$ cat src/verilog/i2c_cmd_pkg.sv
// constants and types shared by the command-port i2c master
`default_nettype none

package i2c_cmd_pkg;

    // --------------------
    // register map (byte addresses)
    // --------------------
    localparam logic [3:0] ADDR_REQUEST = 4'h0;
    localparam logic [3:0] ADDR_RESPONSE = 4'h4;
    localparam logic [3:0] ADDR_STATUS = 4'h8;
    localparam logic [3:0] ADDR_GPO = 4'hc;

    localparam int STAT_REQ_BIT = 0;
    localparam int STAT_RESP_BIT = 1;
    localparam int STAT_BUSY_BIT = 2;
    localparam int STAT_DELAY_LSB = 8;

    // --------------------
    // word layout
    // --------------------
    localparam int CODE_LSB = 24;
    localparam int BYTE1_LSB = 16;
    localparam int BYTE2_LSB = 8;
    localparam int BYTE3_LSB = 0;

    // --------------------
    // command codes and fixed answers
    // --------------------
    localparam logic [7:0] CMD_REG_WRITE = 8'h01;
    localparam logic [7:0] CMD_REG_READ = 8'h02;
    localparam logic [7:0] CMD_DELAY = 8'h08;
    localparam logic [7:0] CMD_START = 8'h10;
    localparam logic [7:0] CMD_STOP = 8'h11;
    localparam logic [7:0] CMD_WRITE_BYTE = 8'h12;
    localparam logic [7:0] CMD_WRITE_LAST = 8'h13;
    localparam logic [7:0] CMD_READ_BYTE = 8'h14;
    localparam logic [7:0] CMD_READ_LAST = 8'h15;

    localparam logic [31:0] RESP_UNKNOWN = 32'hdeadbeef;
    localparam logic [31:0] RESP_BUS_ERROR = 32'hdeadcafe;

    // --------------------
    // reset values and bit timing
    // --------------------
    localparam logic [7:0] DELAY_RESET = 8'h18;
    localparam logic [7:0] GPO_RESET = 8'h00;
    localparam logic [1:0] Q_SAMPLE = 2'h2;
    localparam logic [1:0] Q_LAST = 2'h3;
    localparam logic [3:0] BIT_ACK = 4'h8;

    typedef enum logic [2:0] {
        OP_NONE,
        OP_START,
        OP_STOP,
        OP_WRITE,
        OP_READ_ACK,
        OP_READ_NACK
    } i2c_op_e;

endpackage : i2c_cmd_pkg

`default_nettype wire

$ cat src/verilog/i2c_op_if.sv
// bus-step request and answer between sequencer and bit engine
`timescale 1ns/100ps
`default_nettype none

interface i2c_op_if;
    import i2c_cmd_pkg::*;
    logic go;
    i2c_op_e op;
    logic [7:0] tx_byte;
    logic [7:0] delay;
    logic done;
    logic [7:0] rx_byte;
    logic nack;

    modport seq (output go, op, tx_byte, delay,
                 input done, rx_byte, nack);
    modport engine (input go, op, tx_byte, delay,
                    output done, rx_byte, nack);
endinterface : i2c_op_if

`default_nettype wire

$ cat src/verilog/i2c_bit_engine.sv
// start, stop and byte steps on scl and sda, quarter-bit timed
`timescale 1ns/100ps
`default_nettype none

module i2c_bit_engine (
    // clock and reset
    input wire logic core_clk_in,
    input wire logic rst_in,
    input wire logic ce_in,
    // step port
    i2c_op_if.engine op_port,
    // i2c pins
    output logic scl_out,
    input wire logic sda_in,
    output logic sda_out,
    output logic sda_oe_out
);
    import i2c_cmd_pkg::*;

    logic busy_r, busy_nxt;
    i2c_op_e op_r, op_nxt;
    logic [1:0] q_r, q_nxt;
    logic [3:0] bit_r, bit_nxt;
    logic [7:0] cnt_r, cnt_nxt;
    logic [7:0] sh_r, sh_nxt;
    logic nack_r, nack_nxt;
    logic done_r, done_nxt;
    logic scl_r, scl_nxt;
    logic sda_low_r, sda_low_nxt;
    logic sda_meta_r, sda_s_r;
    logic is_byte;

    // --------------------
    // phase tables
    // --------------------
    function automatic logic phase_scl(input i2c_op_e op,
                                       input logic [1:0] q);
        if (op == OP_STOP) begin
            phase_scl = (q != 2'h0);
        end else begin
            phase_scl = (q == 2'h1) || (q == 2'h2);
        end
    endfunction : phase_scl

    function automatic logic phase_sda(input i2c_op_e op,
                                       input logic [1:0] q,
                                       input logic [3:0] bitn,
                                       input logic msb);
        phase_sda = 1'b0;
        case (op)
            OP_START: phase_sda = q[1];
            OP_STOP: phase_sda = !q[1];
            OP_WRITE: phase_sda = (bitn != BIT_ACK) && !msb;
            OP_READ_ACK: phase_sda = (bitn == BIT_ACK);
            default: phase_sda = 1'b0;
        endcase
    endfunction : phase_sda

    // --------------------
    // step sequencing
    // --------------------
    assign is_byte = (op_r == OP_WRITE) || (op_r == OP_READ_ACK) ||
                     (op_r == OP_READ_NACK);

    always_comb begin
        busy_nxt = busy_r;
        op_nxt = op_r;
        q_nxt = q_r;
        bit_nxt = bit_r;
        cnt_nxt = cnt_r;
        sh_nxt = sh_r;
        nack_nxt = nack_r;
        scl_nxt = scl_r;
        sda_low_nxt = sda_low_r;
        done_nxt = 1'b0;
        if (!busy_r) begin
            if (op_port.go) begin
                busy_nxt = 1'b1;
                op_nxt = op_port.op;
                q_nxt = 2'h0;
                bit_nxt = 4'h0;
                cnt_nxt = 8'h00;
                sh_nxt = op_port.tx_byte;
                nack_nxt = 1'b0;
            end
        end else begin
            scl_nxt = phase_scl(op_r, q_r);
            // during byte steps, data changes only while scl is low
            if (!is_byte || q_r == 2'h0) begin
                sda_low_nxt = phase_sda(op_r, q_r, bit_r, sh_r[7]);
            end
            if (cnt_r < op_port.delay) begin
                cnt_nxt = cnt_r + 8'h01;
            end else begin
                cnt_nxt = 8'h00;
                q_nxt = q_r + 2'h1;
                if (q_r == Q_SAMPLE && is_byte) begin
                    if (bit_r != BIT_ACK) begin
                        sh_nxt = {sh_r[6:0], sda_s_r};
                    end else begin
                        nack_nxt = sda_s_r;
                    end
                end
                if (q_r == Q_LAST) begin
                    if (!is_byte || bit_r == BIT_ACK) begin
                        busy_nxt = 1'b0;
                        done_nxt = 1'b1;
                    end else begin
                        bit_nxt = bit_r + 4'h1;
                    end
                end
            end
        end
    end

    always_ff @(posedge core_clk_in or posedge rst_in) begin
        if (rst_in) begin
            busy_r <= 1'b0;
            op_r <= OP_NONE;
            q_r <= 2'h0;
            bit_r <= 4'h0;
            cnt_r <= 8'h00;
            sh_r <= 8'h00;
            nack_r <= 1'b0;
            done_r <= 1'b0;
            scl_r <= 1'b1;
            sda_low_r <= 1'b0;
            sda_meta_r <= 1'b1;
            sda_s_r <= 1'b1;
        end else if (ce_in) begin
            busy_r <= busy_nxt;
            op_r <= op_nxt;
            q_r <= q_nxt;
            bit_r <= bit_nxt;
            cnt_r <= cnt_nxt;
            sh_r <= sh_nxt;
            nack_r <= nack_nxt;
            done_r <= done_nxt;
            scl_r <= scl_nxt;
            sda_low_r <= sda_low_nxt;
            sda_meta_r <= sda_in;
            sda_s_r <= sda_meta_r;
        end
    end

    assign op_port.done = done_r;
    assign op_port.rx_byte = sh_r;
    assign op_port.nack = nack_r;
    assign scl_out = scl_r;
    assign sda_out = 1'b0;
    assign sda_oe_out = sda_low_r;
endmodule : i2c_bit_engine

`default_nettype wire

$ cat src/verilog/i2c_command_port_master.sv
// command-port i2c master: avalon slave, command sequencer, gpo
//
// Operation
// request and response queues, 32 bits wide
// exactly one response per taken request
// host packs code and three parameter bytes
// decode the nine command codes
// unknown code answers 0xdeadbeef
// bus error answers 0xdeadcafe
// success echoes code over three result bytes
// register write: start, addr, index, value, stop
// register read: repeated start, read, stop
// register read returns read byte low
// delay command loads bus timing delay
// start command, zero result bytes
// stop command, zero result bytes
// byte write echoes byte
// last byte write then stop
// acknowledged read returns byte high
// unacknowledged read, then stop
// scl is a plain push-pull output
// eight-bit general output, read back
// one command at a time, in order
//
// Decided for this implementation: the Avalon-MM slave port and the placing of the registers.
`timescale 1ns/100ps
`default_nettype none

module i2c_command_port_master (
    // clock, reset, enable
    input wire logic core_clk_in,
    input wire logic rst_in,
    input wire logic ce_in,
    // avalon-mm slave
    input wire logic [3:0] avs_address_in,
    input wire logic avs_read_in,
    input wire logic avs_write_in,
    input wire logic [31:0] avs_writedata_in,
    input wire logic [3:0] avs_byteenable_in,
    output logic [31:0] avs_readdata_out,
    output logic avs_waitrequest_out,
    // i2c pins
    output logic scl_out,
    input wire logic sda_in,
    output logic sda_out,
    output logic sda_oe_out,
    // general output
    output logic [7:0] general_output_byte_out
);
    import i2c_cmd_pkg::*;

    typedef enum logic [1:0] {
        SQ_IDLE,
        SQ_ISSUE,
        SQ_WAIT,
        SQ_RESP
    } seq_state_e;

    i2c_op_if op_port ();

    logic req_valid, resp_valid;
    logic [31:0] req_data, resp_data;
    logic req_push, req_pop, resp_push, resp_pop;
    logic [31:0] resp_word;

    seq_state_e state_r, state_nxt;
    logic [31:0] cmd_r, cmd_nxt;
    logic [2:0] step_r, step_nxt;
    i2c_op_e op_r, op_nxt;
    logic err_r, err_nxt;
    logic stopped_r, stopped_nxt;
    logic [7:0] rx_r, rx_nxt;
    logic [7:0] delay_r, delay_nxt;
    logic go;
    i2c_op_e cur_op;
    logic [7:0] code;

    logic rd_ack_r, rd_ack_nxt;
    logic rd_pop_r, rd_pop_nxt;
    logic [31:0] rdata_r, rdata_nxt;
    logic [7:0] gpo_r, gpo_nxt;
    logic rd_first;

    // --------------------
    // command helpers
    // --------------------
    function automatic logic [7:0] field(input logic [31:0] w,
                                         input int lsb);
        field = w[lsb +: 8];
    endfunction : field

    function automatic i2c_op_e seq_op(input logic [7:0] c,
                                       input logic [2:0] s);
        seq_op = OP_NONE;
        case (c)
            CMD_REG_WRITE: begin
                if (s == 3'h0) seq_op = OP_START;
                else if (s < 3'h4) seq_op = OP_WRITE;
                else if (s == 3'h4) seq_op = OP_STOP;
            end
            CMD_REG_READ: begin
                if (s == 3'h0 || s == 3'h3) seq_op = OP_START;
                else if (s < 3'h5) seq_op = OP_WRITE;
                else if (s == 3'h5) seq_op = OP_READ_NACK;
                else if (s == 3'h6) seq_op = OP_STOP;
            end
            CMD_START: if (s == 3'h0) seq_op = OP_START;
            CMD_STOP: if (s == 3'h0) seq_op = OP_STOP;
            CMD_WRITE_BYTE: if (s == 3'h0) seq_op = OP_WRITE;
            CMD_WRITE_LAST: begin
                if (s == 3'h0) seq_op = OP_WRITE;
                else if (s == 3'h1) seq_op = OP_STOP;
            end
            CMD_READ_BYTE: if (s == 3'h0) seq_op = OP_READ_ACK;
            CMD_READ_LAST: begin
                if (s == 3'h0) seq_op = OP_READ_NACK;
                else if (s == 3'h1) seq_op = OP_STOP;
            end
            default: seq_op = OP_NONE;
        endcase
    endfunction : seq_op

    function automatic logic [7:0] seq_byte(input logic [31:0] w,
                                            input logic [2:0] s);
        logic [7:0] c;
        logic [7:0] dev;
        c = field(w, CODE_LSB);
        dev = field(w, BYTE1_LSB);
        seq_byte = dev;
        if (c == CMD_REG_WRITE || c == CMD_REG_READ) begin
            if (s == 3'h1) seq_byte = {dev[7:1], 1'b0};
            else if (s == 3'h2) seq_byte = field(w, BYTE2_LSB);
            else if (s == 3'h3) seq_byte = field(w, BYTE3_LSB);
            else seq_byte = {dev[7:1], 1'b1};
        end
    endfunction : seq_byte

    function automatic logic [31:0] build_resp(input logic [31:0] w,
                                               input logic [7:0] rx,
                                               input logic err);
        logic [7:0] c;
        c = field(w, CODE_LSB);
        case (c)
            CMD_REG_WRITE: build_resp = w;
            CMD_REG_READ: build_resp = {w[31:8], rx};
            CMD_DELAY, CMD_WRITE_BYTE, CMD_WRITE_LAST:
                build_resp = {w[31:16], 16'h0000};
            CMD_START, CMD_STOP: build_resp = {c, 24'h000000};
            CMD_READ_BYTE, CMD_READ_LAST:
                build_resp = {c, rx, 16'h0000};
            default: build_resp = RESP_UNKNOWN;
        endcase
        if (err) build_resp = RESP_BUS_ERROR;
    endfunction : build_resp

    // --------------------
    // queues
    // --------------------
    word_slot u_request (
        .core_clk_in(core_clk_in),
        .rst_in(rst_in),
        .ce_in(ce_in),
        .push_in(req_push),
        .data_in(avs_writedata_in),
        .pop_in(req_pop),
        .valid_out(req_valid),
        .data_out(req_data)
    );

    word_slot u_response (
        .core_clk_in(core_clk_in),
        .rst_in(rst_in),
        .ce_in(ce_in),
        .push_in(resp_push),
        .data_in(resp_word),
        .pop_in(resp_pop),
        .valid_out(resp_valid),
        .data_out(resp_data)
    );

    // --------------------
    // command sequencer
    // --------------------
    assign code = field(cmd_r, CODE_LSB);
    assign cur_op = err_r ? (stopped_r ? OP_NONE : OP_STOP)
                          : seq_op(code, step_r);
    assign resp_word = build_resp(cmd_r, rx_r, err_r);

    always_comb begin
        state_nxt = state_r;
        cmd_nxt = cmd_r;
        step_nxt = step_r;
        op_nxt = op_r;
        err_nxt = err_r;
        stopped_nxt = stopped_r;
        rx_nxt = rx_r;
        delay_nxt = delay_r;
        go = 1'b0;
        req_pop = 1'b0;
        resp_push = 1'b0;
        case (state_r)
            SQ_IDLE: begin
                // a new request waits for the previous answer to drain
                if (req_valid && !resp_valid) begin
                    req_pop = 1'b1;
                    cmd_nxt = req_data;
                    step_nxt = 3'h0;
                    err_nxt = 1'b0;
                    stopped_nxt = 1'b0;
                    if (field(req_data, CODE_LSB) == CMD_DELAY) begin
                        delay_nxt = field(req_data, BYTE1_LSB);
                    end
                    state_nxt = SQ_ISSUE;
                end
            end
            SQ_ISSUE: begin
                if (cur_op == OP_NONE) begin
                    state_nxt = SQ_RESP;
                end else begin
                    go = 1'b1;
                    op_nxt = cur_op;
                    state_nxt = SQ_WAIT;
                end
            end
            SQ_WAIT: begin
                if (op_port.done) begin
                    step_nxt = step_r + 3'h1;
                    if (err_r) begin
                        stopped_nxt = 1'b1;
                    end else if (op_r == OP_WRITE && op_port.nack) begin
                        err_nxt = 1'b1;
                    end
                    if (op_r == OP_READ_ACK || op_r == OP_READ_NACK) begin
                        rx_nxt = op_port.rx_byte;
                    end
                    state_nxt = SQ_ISSUE;
                end
            end
            SQ_RESP: begin
                resp_push = 1'b1;
                state_nxt = SQ_IDLE;
            end
            default: state_nxt = SQ_IDLE;
        endcase
    end

    always_ff @(posedge core_clk_in or posedge rst_in) begin
        if (rst_in) begin
            state_r <= SQ_IDLE;
            cmd_r <= 32'h00000000;
            step_r <= 3'h0;
            op_r <= OP_NONE;
            err_r <= 1'b0;
            stopped_r <= 1'b0;
            rx_r <= 8'h00;
            delay_r <= DELAY_RESET;
        end else if (ce_in) begin
            state_r <= state_nxt;
            cmd_r <= cmd_nxt;
            step_r <= step_nxt;
            op_r <= op_nxt;
            err_r <= err_nxt;
            stopped_r <= stopped_nxt;
            rx_r <= rx_nxt;
            delay_r <= delay_nxt;
        end
    end

    assign op_port.go = go;
    assign op_port.op = cur_op;
    assign op_port.tx_byte = seq_byte(cmd_r, step_r);
    assign op_port.delay = delay_r;

    i2c_bit_engine u_engine (
        .core_clk_in(core_clk_in),
        .rst_in(rst_in),
        .ce_in(ce_in),
        .op_port(op_port),
        .scl_out(scl_out),
        .sda_in(sda_in),
        .sda_out(sda_out),
        .sda_oe_out(sda_oe_out)
    );

    // --------------------
    // avalon slave
    // --------------------
    assign rd_first = avs_read_in && !rd_ack_r;
    assign req_push = ce_in && avs_write_in &&
                      avs_address_in == ADDR_REQUEST && !req_valid;
    assign resp_pop = avs_read_in && rd_ack_r && rd_pop_r;
    assign avs_waitrequest_out = !ce_in || rd_first ||
        (avs_write_in && avs_address_in == ADDR_REQUEST && req_valid);

    always_comb begin
        rd_ack_nxt = rd_first;
        rd_pop_nxt = 1'b0;
        rdata_nxt = rdata_r;
        gpo_nxt = gpo_r;
        if (rd_first) begin
            rdata_nxt = 32'h00000000;
            if (avs_address_in == ADDR_RESPONSE) begin
                rdata_nxt = resp_valid ? resp_data : 32'h00000000;
                rd_pop_nxt = resp_valid;
            end else if (avs_address_in == ADDR_STATUS) begin
                rdata_nxt[STAT_REQ_BIT] = req_valid;
                rdata_nxt[STAT_RESP_BIT] = resp_valid;
                rdata_nxt[STAT_BUSY_BIT] = (state_r != SQ_IDLE);
                rdata_nxt[STAT_DELAY_LSB +: 8] = delay_r;
            end else if (avs_address_in == ADDR_GPO) begin
                rdata_nxt = {24'h000000, gpo_r};
            end
        end
        if (avs_write_in && avs_address_in == ADDR_GPO &&
            avs_byteenable_in[0]) begin
            gpo_nxt = avs_writedata_in[7:0];
        end
    end

    always_ff @(posedge core_clk_in or posedge rst_in) begin
        if (rst_in) begin
            rd_ack_r <= 1'b0;
            rd_pop_r <= 1'b0;
            rdata_r <= 32'h00000000;
            gpo_r <= GPO_RESET;
        end else if (ce_in) begin
            rd_ack_r <= rd_ack_nxt;
            rd_pop_r <= rd_pop_nxt;
            rdata_r <= rdata_nxt;
            gpo_r <= gpo_nxt;
        end
    end

    assign avs_readdata_out = rdata_r;
    assign general_output_byte_out = gpo_r;
endmodule : i2c_command_port_master

`default_nettype wire

$ cat src/verilog/word_slot.sv
// one-word queue stage with push, pop and valid flag
`timescale 1ns/100ps
`default_nettype none

module word_slot (
    // clock and reset
    input wire logic core_clk_in,
    input wire logic rst_in,
    input wire logic ce_in,
    // fill side
    input wire logic push_in,
    input wire logic [31:0] data_in,
    // drain side
    input wire logic pop_in,
    output logic valid_out,
    output logic [31:0] data_out
);
    logic valid_r, valid_nxt;
    logic [31:0] data_r, data_nxt;

    always_comb begin
        valid_nxt = valid_r;
        data_nxt = data_r;
        if (pop_in) begin
            valid_nxt = 1'b0;
        end
        if (push_in && !valid_r) begin
            valid_nxt = 1'b1;
            data_nxt = data_in;
        end
    end

    always_ff @(posedge core_clk_in or posedge rst_in) begin
        if (rst_in) begin
            valid_r <= 1'b0;
            data_r <= 32'h00000000;
        end else if (ce_in) begin
            valid_r <= valid_nxt;
            data_r <= data_nxt;
        end
    end

    assign valid_out = valid_r;
    assign data_out = data_r;
endmodule : word_slot

`default_nettype wire
$ cat config.mk
export PLATFORM = sky130hd
export DESIGN_NAME = i2c_command_port_master
export DESIGN_NICKNAME = d
export VERILOG_FILES = /design/src/verilog/i2c_cmd_pkg.sv /design/src/verilog/i2c_op_if.sv /design/src/verilog/i2c_bit_engine.sv /design/src/verilog/i2c_command_port_master.sv /design/src/verilog/word_slot.sv
export SDC_FILE = /design/constraint.sdc
export NUM_CORES = 1
export LEC_CHECK = 0
export ABC_CLOCK_PERIOD_IN_PS = 15250
export BUFFER_PORTS_ARGS = -buffer_cell sky130_fd_sc_hd__buf_2
export CORE_MARGIN = 10
export CORE_UTILIZATION = 64
export DETAILED_ROUTE_END_ITERATION = 7
export GPL_TIMING_DRIVEN = 0
export PLACE_DENSITY = 0.85
export REMOVE_ABC_BUFFERS = 1
export SLEW_MARGIN = 20
export SYNTH_ARGS = -nofsm -noshare
export SYNTH_HDL_FRONTEND = slang
export SYNTH_SLANG_ARGS = --single-unit
$ cat constraint.sdc
create_clock -name core_clk_in -period 15.25 [get_ports core_clk_in]
set_clock_uncertainty 0.15 [all_clocks]
set_input_delay 1.525 -clock core_clk_in [delete_from_list [all_inputs] [get_ports core_clk_in]]
set_output_delay 1.525 -clock core_clk_in [all_outputs]
set_load 0.02 [all_outputs]
==> flow_metrics.py, run 1 <==
metrics = {
    "grt": {
        "gr-usage-met2": 0.367,
        "grt_usage": 0.228,
        "grt_pass1_wl_mm": 36.4,
        "overflow": 0,
        "antenna_found_initial": 0,
        "grt_use_met3": 0.0615,
        "grt_pass1_vias": 7008,
        "met1_usage": 0.288,
        "grt_max_degree": 106,
        "grt_busiest_layer": "met2",
    },
    "die": {
        "die_x_um": 140,
        "die_height_um": 140,
        "start_util": 0.659,
        "io_pins": 90,
        "die-area_mm2": 0.0196,
        "row_count": 43,
        "core_area_mm2": 0.0140,
    },
    "synthesis": {
        "ys_types": 73,
        "avgSynthCellArea_um2": 11.2,
        "yosysWarnings": 0,
        "synth_top_area_cell": "dfrtp_1",
        "synth-edff-count": 0,
        "synth_cells": 825,
        "yosysTopAreaCellShare": 0.524,
        "yosys_most_used_dff": "dfrtp_1",
        "netlist_area_mm2": 0.00922,
        "async_reset_ff_frac": 1.00,
        "synth_seq_cells": 198,
        "synthTopCellsByArea": "dfrtp_1 (52%), mux2_2 (11%), nand2_1 (4.5%)",
        "seq_area_frac_synth": 0.538,
    },
    "placement": {
        "dp_hpwl_mm": 15.2,
        "place_inst": 1053,
        "gp_congestion": 0.972,
        "dp_slack_ns": 11.08,
        "io_buffers": 85,
    },
    "power": {
        "intPower_mw": 1.14,
        "ir_drop_mv": 0.120,
        "netSwitchingFraction": 0.346,
        "p_leak_nw": 5.10,
        "comb_power_share": 0.262,
        "clkPwrFrac": 0.273,
        "power_frac_seq": 0.465,
        "p_switching_uw": 604,
        "powerDensity_mw_per_mm2": 167,
    },
    "drt": {
        "route.detailed.drc": 0,
        "drt_pass1_iterations": 5,
        "wirelength_mm": 22.2,
        "avgViaCountPerCell": 6.31,
        "routedWlPerCell_um": 20.5,
        "drt_iter0_drc": 643,
        "vias": 6843,
        "ant_nets": 0,
    },
    "sta": {
        "setup_viol": 0,
        "min_period_over_period": 0.266,
        "layout_setup_ws_ns": 11.19,
        "clock.fmax_ghz": 0.247,
        "timing.hold.ws_ns": 0.310,
        "finalHoldViolations": 0,
        "fin_setup_tns_ns": 0,
        "worstMarginPinSlew_ns": 1.09,
        "finalCriticalPeriod_ns": 4.06,
        "relSlewSlack": 0.274,
        "rsz0062_at_grt": "no",
        "finalMaxSlewViolations": 0,
    },
    "finish": {
        "stdcell_count": 1085,
        "nNetsFinal": 957,
        "finish.utilization": 0.748,
        "drive_above_1_share": 0.275,
        "area_growth_pct": 13.4,
        "antenna_cells": 0,
        "fillCellCount": 941,
    },
    "clock_network": {
        "numCtsBuffers": 17,
        "clkTransAtPathRegs_ns": 0.07,
        "cts-htree-levels": 4,
        "cts_root_buf": "clkbuf_16",
        "post-cts-setup-buffers": 0,
        "cts_resized": 0,
        "cts_hold_buf": 0,
        "cts.sinks": 198,
        "cts_buffer_depth": 2,
        "insertion_delay_ns": 0.43,
        "cts_tree": "done",
    },
    "critical_path": {
        "endpoint": "avs_waitrequest_out",
        "cp-end-kind": "primary output",
        "cp-start-kind": "primary input",
        "ff2ff_setup_slack_ns": 11.53,
        "rr_endpoint": "u_engine.cnt_r[7]",
        "reg2reg_depth": 7,
        "worstPathMaxFanout": 3,
        "critical_path_class": "primary input to primary output",
        "cp.required_ns": 13.58,
        "crit-reg2reg-launch": "cmd_r[26]",
        "arrival_ns": 2.38,
        "startpoint": "avs_address_in[1]",
    },
    "outcome": {
        "outcome": "completed",
    },
    "hold_path": {
        "hp-class": "flop to flop",
    },
    "run": {
        "drv_cap": 0,
    },
}
worst min path at each step:
| stage | from | endpoint | slack, ns | depth (start not counted) |
|---|---|---|---|---|
| floorplan | u_response.data_out[8] | u_response.data_out[8] | 0.28 | 2 |
| global placement | u_response.data_out[8] | u_response.data_out[8] | 0.29 | 2 |
| detailed placement | avs_readdata_out[16] | avs_readdata_out[16] | 0.30 | 2 |
| CTS | avs_readdata_out[16] | avs_readdata_out[16] | 0.32 | 2 |
| global route | avs_readdata_out[30] | avs_readdata_out[30] | 0.33 | 2 |
| finish | avs_readdata_out[16] | avs_readdata_out[16] | 0.31 | 2 |
placed cells by master, fill, tap and decap left out, types with 3 or more instances in the layout:
master	n
a21o_1	3
a21oi_1	32
a221o_1	13
a221oi_1	7
a22o_1	7
a22oi_1	12
a32o_1	5
and2_1	8
and3_1	17
buf_2	85
buf_6	3
bufinv_16	3
clkbuf_16	17
clkbuf_8	5
clkinv_4	4
dfrtp_1	193
dfstp_2	5
ha_1	19
inv_1	25
mux2_2	94
mux2_4	7
mux2i_1	6
nand2_1	110
nand2b_1	12
nand3_1	28
nand3b_1	4
nand4_1	5
nand4b_1	5
nor2_1	42
nor2b_1	8
nor3_1	3
nor4_1	3
o211ai_1	3
o21ai_0	33
o22a_1	7
o22ai_1	9
o31ai_1	3
or3_1	3
cell families after synthesis:
group	after synthesis	share of synthesized area
simple gates	268	0.143
flops	198	0.538
compound gates	160	0.125
mux	108	0.134
buf+inv	68	0.0305
fa+ha+maj	19	0.0258
xor+xnor	3	0.00285
other cells	1	0.000407
worst max-delay path, stage by stage:
cell and delay (ns):
buf_2 0.11, nor3_1 0.28, nand4b_1 0.18, nand3_1 0.11, buf_2 0.17
metal layers:
metal,vias to the layer above,wire [µm]
li1,3100,-
met1,3397,9110
met2,298,10800
met3,48,1780
met4,0,569
met5,-,0
cell type report:
class                           instances  area (µm²)  share of cell area
Timing Repair Buffer                   90         514              0.0492
Clock inverter                          9         139              0.0133
Multi-Input combinational cell        559        4020               0.384
Inverter                               26         105              0.0101
Tap cell                              180         225              0.0215
Clock buffer                           23         498              0.0476
Sequential cell                       198        4960               0.474
power groups by stage:
stage | Sequential [mW] | Clock (mW) | Combinational (mW)
2_1_floorplan | 0.764 | 0 | 0.334
3_3_place_gp | 0.802 | 0 | 0.424
3_5_place_dp | 0.810 | 0 | 0.445
4_1_cts | 0.803 | 0.478 | 0.454
5_1_grt | 0.825 | 0.499 | 0.506
6_report | 0.810 | 0.475 | 0.457
metrics by stage:
step | power (mW) | instance area (µm²)
2_1_floorplan | 1.10 | 9040
3_3_place_gp | 1.23 | 9690
3_5_place_dp | 1.25 | 9810
4_1_cts | 1.74 | 10400
5_1_grt | 1.83 | 10500
6_report | 1.74 | 10500
synth_stat cells, drive strengths merged, types with 4 or more instances:
cell    instances
nand2b         12
o22a            7
a221o          13
nand3b          4
nor4            5
nand4           5
ha             19
a22o            7
dfrtp         193
and3           18
nor2b           8
nand3          29
buf             9
inv            26
mux2          102
nor2           44
mux2i           6
dfstp           5
a32o            5
clkbuf         33
o22ai           9
nor3            4
nand2         111
and2            9
a22oi          12
a221oi          7
o21ai          35
a21oi          33
nand4b          5
flip-flops by register name (all words and copies together) (netlist names), 32 cells and up:
name                 flops
avs_readdata_out        32
u_response.data_out     32
u_request.data_out      32
cmd_r                   32
(Power assumes the default switching activity.)
==> run 2: changes to the inputs <==
ABC_AREA = 1   (was default)
ABC_CLOCK_PERIOD_IN_PS = 3500   (was 15250)
CORE_UTILIZATION = 54   (was 64)
PLACE_DENSITY = 0.77   (was 0.85)
clock period = 3.5 ns   (was 15.25 ns; I/O delays follow)
==> run 2 against run 1 <==
Synthesized cell count increased by 31%. Critical path type is now flop to flop. First-iteration DRC count is 18% higher. Sequential power rose to 4.2 times the previous value. Count of clock-buffer cells in the layout fell by 4. Utilization is 11 points lower. Highest routed layer unchanged. Via count increased by 11%. Die area up 16%. Total power rose to 4.1 times the previous value. Wire length grew 1.4%.
==> flow_metrics.py, run 2 <==
metrics = {
    "outcome": {
        "outcome": "completed",
    },
    "synthesis": {
        "synthTopCellsByArea": "dfrtp_1 (52%), nand2_1 (9.0%), o21ai_0 (7.6%)",
        "synth_seq_cells": 198,
        "netlist_area_mm2": 0.00925,
        "synth_cells": 1077,
        "yosysTopAreaCellShare": 0.522,
        "avgSynthCellArea_um2": 8.59,
        "synth_top_area_cell": "dfrtp_1",
        "yosys-top-cells-count": "nand2_1 (223), dfrtp_1 (193), inv_1 (155)",
        "yosysMostFrequentCell": "nand2_1",
        "yosysWarnings": 0,
        "ys_types": 45,
        "seq_area_frac_synth": 0.536,
        "async_reset_ff_frac": 1.00,
        "synth-edff-count": 0,
        "yosys_most_used_dff": "dfrtp_1",
    },
    "drt": {
        "route.detailed.drc": 0,
        "vias": 7563,
        "drt_iter0_drc": 757,
        "avgViaCountPerCell": 5.44,
        "routedWlPerCell_um": 16.2,
        "wirelength_mm": 22.5,
        "ant_nets": 0,
        "drt_pass1_iterations": 5,
    },
    "critical_path": {
        "worstPathMaxFanout": 17,
        "cp_num_buf_inv": 2,
        "cpMaxStageDelayCell": "nand2_1",
        "critical_path_class": "flop to flop",
        "ff2ff_setup_slack_ns": 0.30,
        "arrival_ns": 3.38,
        "crit_top_cell": "nand2_1",
        "crit-reg2reg-launch": "delay_r[3]",
        "crit_chain": "inv_1 > ha_1 > nand2_1 > o21ai_0 > nand4_1 > nand2_1 > clkinv_1 > nand2_1 > nand3_1 > nand2_1 > nand2_1",
        "path_delay_family": "simple AND/OR/NAND/NOR gates",
        "cp-start-kind": "flop",
        "critPathMaxStageDelay_ns": 0.56,
        "startpoint": "delay_r[3]",
        "cp.required_ns": 3.68,
        "cp-end-kind": "flop",
    },
    "hold_path": {
        "hp-class": "primary input to flop",
        "hold_start": "avs_writedata_in[26]",
    },
    "sta": {
        "rsz0062_at_grt": "no",
        "min_period_over_period": 0.915,
        "worstMarginPinSlew_ns": 1.05,
        "fin_setup_tns_ns": 0,
        "finalHoldViolations": 0,
        "relSlewSlack": 0.301,
        "setup_viol": 0,
        "finalMaxSlewViolations": 0,
        "clock.fmax_ghz": 0.312,
        "layout_setup_ws_ns": 0.298,
        "finalCriticalPeriod_ns": 3.20,
    },
    "power": {
        "powerDensity_mw_per_mm2": 677,
        "ir_drop_mv": 0.415,
        "p_leak_nw": 5.38,
    },
    "placement": {
        "gp_congestion": 0.922,
        "dp_hpwl_mm": 15.8,
        "place_inst": 1346,
        "io_buffers": 85,
        "dp_slack_ns": -0.400,
    },
    "grt": {
        "grt_pass1_vias": 7270,
        "overflow": 0,
        "antenna_found_initial": 0,
        "grt_usage": 0.203,
        "grt_max_degree": 83,
        "grt_pass1_wl_mm": 36.8,
    },
    "finish": {
        "stdcell_count": 1390,
        "area_growth_pct": 14.2,
        "antenna_cells": 0,
        "nNetsFinal": 1222,
        "layout_commonest_cell": "nand2_1",
        "finish.utilization": 0.633,
        "mostFrequentLayoutCells": "nand2_1 (223), dfrtp_1 (193), inv_1 (154)",
        "drive_above_1_share": 0.142,
    },
    "clock_network": {
        "numCtsBuffers": 17,
        "cts_buffer_depth": 2,
        "clkTransAtPathRegs_ns": 0.07,
        "cts_tree": "done",
        "cts-htree-levels": 4,
        "cts.sinks": 198,
        "insertion_delay_ns": 0.45,
        "cts_root_buf": "clkbuf_16",
    },
    "die": {
        "row_count": 47,
        "die-area_mm2": 0.0228,
        "io_pins": 90,
        "die_height_um": 151,
        "die_x_um": 151,
        "start_util": 0.554,
        "core_area_mm2": 0.0167,
    },
    "run": {
        "drv_cap": 0,
    },
}
-- run 2: cell types whose count changed after synthesis, moves of 17 or more --
cell     delta
inv_1     +129
nand2_1   +112
o21ai_0   +107
mux2_2     -92
nor2_1     +21
and3_1     -17
nand4_1    +17
-- run 2: final timing paths --
check / to / depth (start not counted)
max in group asynchronous: delay_r[3] / 4
hold reg to reg: u_engine.sda_meta_r / 2
hold / removal: u_request.data_out[26] / 3
setup / recovery: u_engine.op_port.rx_byte[7] / 11
min in group asynchronous: avs_readdata_out[28] / 3
setup reg to reg: u_engine.op_port.rx_byte[7] / 11
-- run 2: final cells by class --
type                            count  area, µm²
Clock inverter                     13        135
Multi-Input combinational cell    678       3520
Fill cell                        1399       6130
Tap cell                          220        275
Inverter                          163        626
Timing Repair Buffer               99        618
Sequential cell                   198       4960
Clock buffer                       19        433
-- run 2: layer usage --
layer	routed length, µm	track usage	vias to the layer above
met5	0	0	-
li1	-	-	3690
met1	9760	0.269	3579
met2	10600	0.323	248
met4	483	0.0707	0
met3	1670	0.0456	46
-- run 2: cells by family (layout without fill, tap and decap cells) --
kind of cell,count (synthesis),count (layout),share of synthesized area
AND/OR/NAND/NOR,389,390,0.185
AO/OA/AOI/OAI,258,258,0.157
buffers and inverters,202,294,0.0863
flip-flops,198,198,0.536
adder cells (fa/ha/maj),19,19,0.0257
XOR/XNOR,8,8,0.00757
multiplexers,2,2,0.00243
other,1,1,0.000405
-- run 2: repair_timing --
action | in CTS | in global routing
gates resized for setup | 0 | 1
setup buffers | 0 | 0
hold endpoints to repair | 50 | 0
hold buffers | 11 | 0
endpoints found under the setup margin | 0 | 14
-- run 2: stage by stage --
| step | hold WS [ns] | power, mW | cell area (µm²) |
|---|---|---|---|
| 6_report | 0.00206 | 7.16 | 10600 |
| 5_1_grt | 0.00874 | 7.61 | 10600 |
| 4_1_cts | 0.00505 | 7.15 | 10600 |
| 3_5_place_dp | 0.207 | 5.21 | 9880 |
| 3_3_place_gp | 0.302 | 5.11 | 9770 |
| 2_1_floorplan | 0.288 | 4.59 | 9070 |
-- run 2: report_power, final --
part,switching (mW),internal [mW],total (mW)
Combinational,1.22,0.638,1.86
Clock,0.923,1.00,1.93
Sequential,0.480,2.89,3.37
-- run 2: tightest hold or removal path, cell delays in order --
cell     delay, ns
buf_2         0.07
nor2_1        0.03
a21oi_1       0.10
==> run 3: changes to the inputs <==
REMOVE_ABC_BUFFERS = default   (was 1)
==> run 3 against run 2 <==
Sequential share of layout area is 0.89 points lower. Hold slack gained 0.017 ns. Design area increased by 1.9%. Maximum frequency rose by 13%.
==> flow_metrics.py, run 3 (synthesized netlist as in run 2, its figures left out) <==
metrics = {
    "placement": {
        "dp_hpwl_mm": 18.3,
        "io_buffers": 84,
        "place_inst": 1387,
        "gp_congestion": 0.942,
        "place_area_mm2": 0.0101,
    },
    "finish": {
        "finish.utilization": 0.645,
        "drive_above_1_share": 0.142,
        "fillCellCount": 1410,
        "antenna_cells": 0,
        "nNetsFinal": 1266,
        "stdcell_count": 1433,
        "area_growth_pct": 16.5,
        "fin_area_mm2": 0.0108,
        "mostFrequentLayoutCells": "nand2_1 (223), dfrtp_1 (193), inv_1 (154)",
        "layout_commonest_cell": "nand2_1",
    },
    "critical_path": {
        "startpoint": "delay_r[3]",
        "cpMaxStageDelayCell": "dfstp_2",
        "crit_top_cell": "nand2_1",
        "arrival_ns": 3.07,
        "cp.required_ns": 3.73,
        "worstPathMaxFanout": 10,
        "crit-reg2reg-launch": "delay_r[3]",
        "endpoint": "u_engine.op_port.rx_byte[1]",
        "ff2ff_setup_slack_ns": 0.66,
        "cp-start-kind": "flop",
        "critPathMaxStageDelay_ns": 0.57,
        "crit_chain": "inv_1 > ha_1 > nand2_1 > o21ai_0 > nand4_1 > nand2_1 > clkinv_1 > nand2_1 > clkbuf_1 > nand4_1 > nand2_1",
        "reg2reg_depth": 11,
        "rr_endpoint": "u_engine.op_port.rx_byte[1]",
        "cp-end-kind": "flop",
        "critical_path_class": "flop to flop",
    },
    "die": {
        "die_x_um": 151,
        "row_count": 47,
        "start_util": 0.554,
        "die_height_um": 151,
        "core_area_mm2": 0.0167,
        "io_pins": 90,
        "die-area_mm2": 0.0228,
    },
    "drt": {
        "ant_nets": 0,
        "routedWlPerCell_um": 17.0,
        "drt_pass1_iterations": 5,
        "drt_iter0_drc": 827,
        "vias": 7911,
        "wirelength_mm": 24.4,
        "route.detailed.drc": 0,
        "avgViaCountPerCell": 5.52,
    },
    "sta": {
        "setup_viol": 0,
        "finalHoldViolations": 0,
        "worstMarginPinSlew_ns": 0.830,
        "rsz0062_at_grt": "no",
        "finalCriticalPeriod_ns": 2.84,
        "clock.fmax_ghz": 0.352,
        "finalMaxSlewViolations": 0,
        "min_period_over_period": 0.812,
        "relSlewSlack": 0.447,
    },
    "clock_network": {
        "cts-htree-levels": 4,
        "numCtsBuffers": 17,
        "insertion_delay_ns": 0.44,
        "cts.sinks": 198,
        "cts_root_buf": "clkbuf_16",
        "cts_buffer_depth": 2,
        "cts_tree": "done",
        "clkTransAtPathRegs_ns": 0.07,
    },
    "run": {
        "drv_cap": 0,
    },
    "hold_path": {
        "hold_path_depth": 3,
        "hp-class": "primary input to flop",
    },
    "grt": {
        "overflow": 0,
        "grt_max_degree": 36,
        "grt_pass1_vias": 7792,
        "grt_pass1_wl_mm": 40.0,
        "antenna_found_initial": 1,
        "grt_usage": 0.223,
    },
    "power": {
        "p_leak_nw": 5.48,
        "ir_drop_mv": 0.414,
        "powerDensity_mw_per_mm2": 667,
    },
    "synthesis": {
        "synth_nets": 1142,
    },
    "outcome": {
        "outcome": "completed",
    },
}
## run 3: cell count changes in the layout (fill, tap and decap cells not counted), moves of 3 or more
cell | previous run | this run
dlygate4sd3_1 | 11 | 15
buf_12 | 0 | 6
nand3_1 | 40 | 43
buf_2 | 85 | 89
clkbuf_1 | 2 | 30
## run 3: worst min path at each step
stage | from | to | slack [ns]
2_1_floorplan | u_engine.op_port.nack | u_engine.op_port.nack | 0.29
3_3_place_gp | u_engine.sda_meta_r | u_engine.sda_s_r | 0.30
3_5_place_dp | u_engine.sda_meta_r | u_engine.sda_meta_r | 0.31
4_1_cts | avs_writedata_in[22] | u_request.data_out[22] | 0.0003
5_1_grt | avs_writedata_in[5] | u_request.data_out[5] | 0.03
6_report | avs_writedata_in[20] | u_request.data_out[20] | 0.02
## run 3: stage by stage
| stage | power [mW] | hold WS (ns) | setup slack, ns | TNS (ns) |
|---|---|---|---|---|
| 2_1_floorplan | 4.64 | 0.293 | 0.444 | 0 |
| 3_3_place_gp | 5.21 | 0.303 | -0.671 | -126.12 |
| 3_5_place_dp | 5.31 | 0.308 | 0.729 | 0 |
| 4_1_cts | 7.18 | 0.000287 | 0.717 | 0 |
| 5_1_grt | 7.64 | 0.0334 | 0.440 | 0 |
| 6_report | 7.19 | 0.0194 | 0.658 | 0 |
## run 3: area by class of cell
cell class | count | area, µm² | share of cell area
Buffer | 39 | 184 | 0.0171
Clock buffer | 20 | 457 | 0.0424
Clock inverter | 11 | 88.8 | 0.00824
Inverter | 163 | 618 | 0.0574
Multi-Input combinational cell | 677 | 3490 | 0.324
Sequential cell | 198 | 4960 | 0.460
Tap cell | 220 | 275 | 0.0255
Timing Repair Buffer | 105 | 698 | 0.0648
## run 3: what timing repair did
| item | in CTS | in global routing |
|---|---|---|
| setup buffers | 0 | 0 |
| hold buffers | 15 | 0 |
| gates resized for setup | 0 | 0 |
| setup endpoints to repair | 0 | 0 |
| hold endpoints to repair | 36 | 0 |
## run 3: critical path, delay by kind of cell, from the launching register on
| kind | cells | cell delay, ns |
|---|---|---|
| compound gates | 1 | 0.17 |
| simple gates | 6 | 0.87 |
| fa+ha+maj | 1 | 0.29 |
| flops | 1 | 0.57 |
| buf+inv | 3 | 0.73 |
## run 3: where the power goes
group	internal [mW]	switching, mW	total, mW
combinational	0.673	1.28	1.96
clock	0.959	0.908	1.87
sequential	2.89	0.478	3.37
## run 3: layer usage
metal	GRT usage	up-vias	share of wire
li1	-	3778	-
met1	0.294	3795	0.43
met2	0.359	296	0.47
met3	0.0406	42	0.072
met4	0.0861	0	0.024
met5	0	-	0
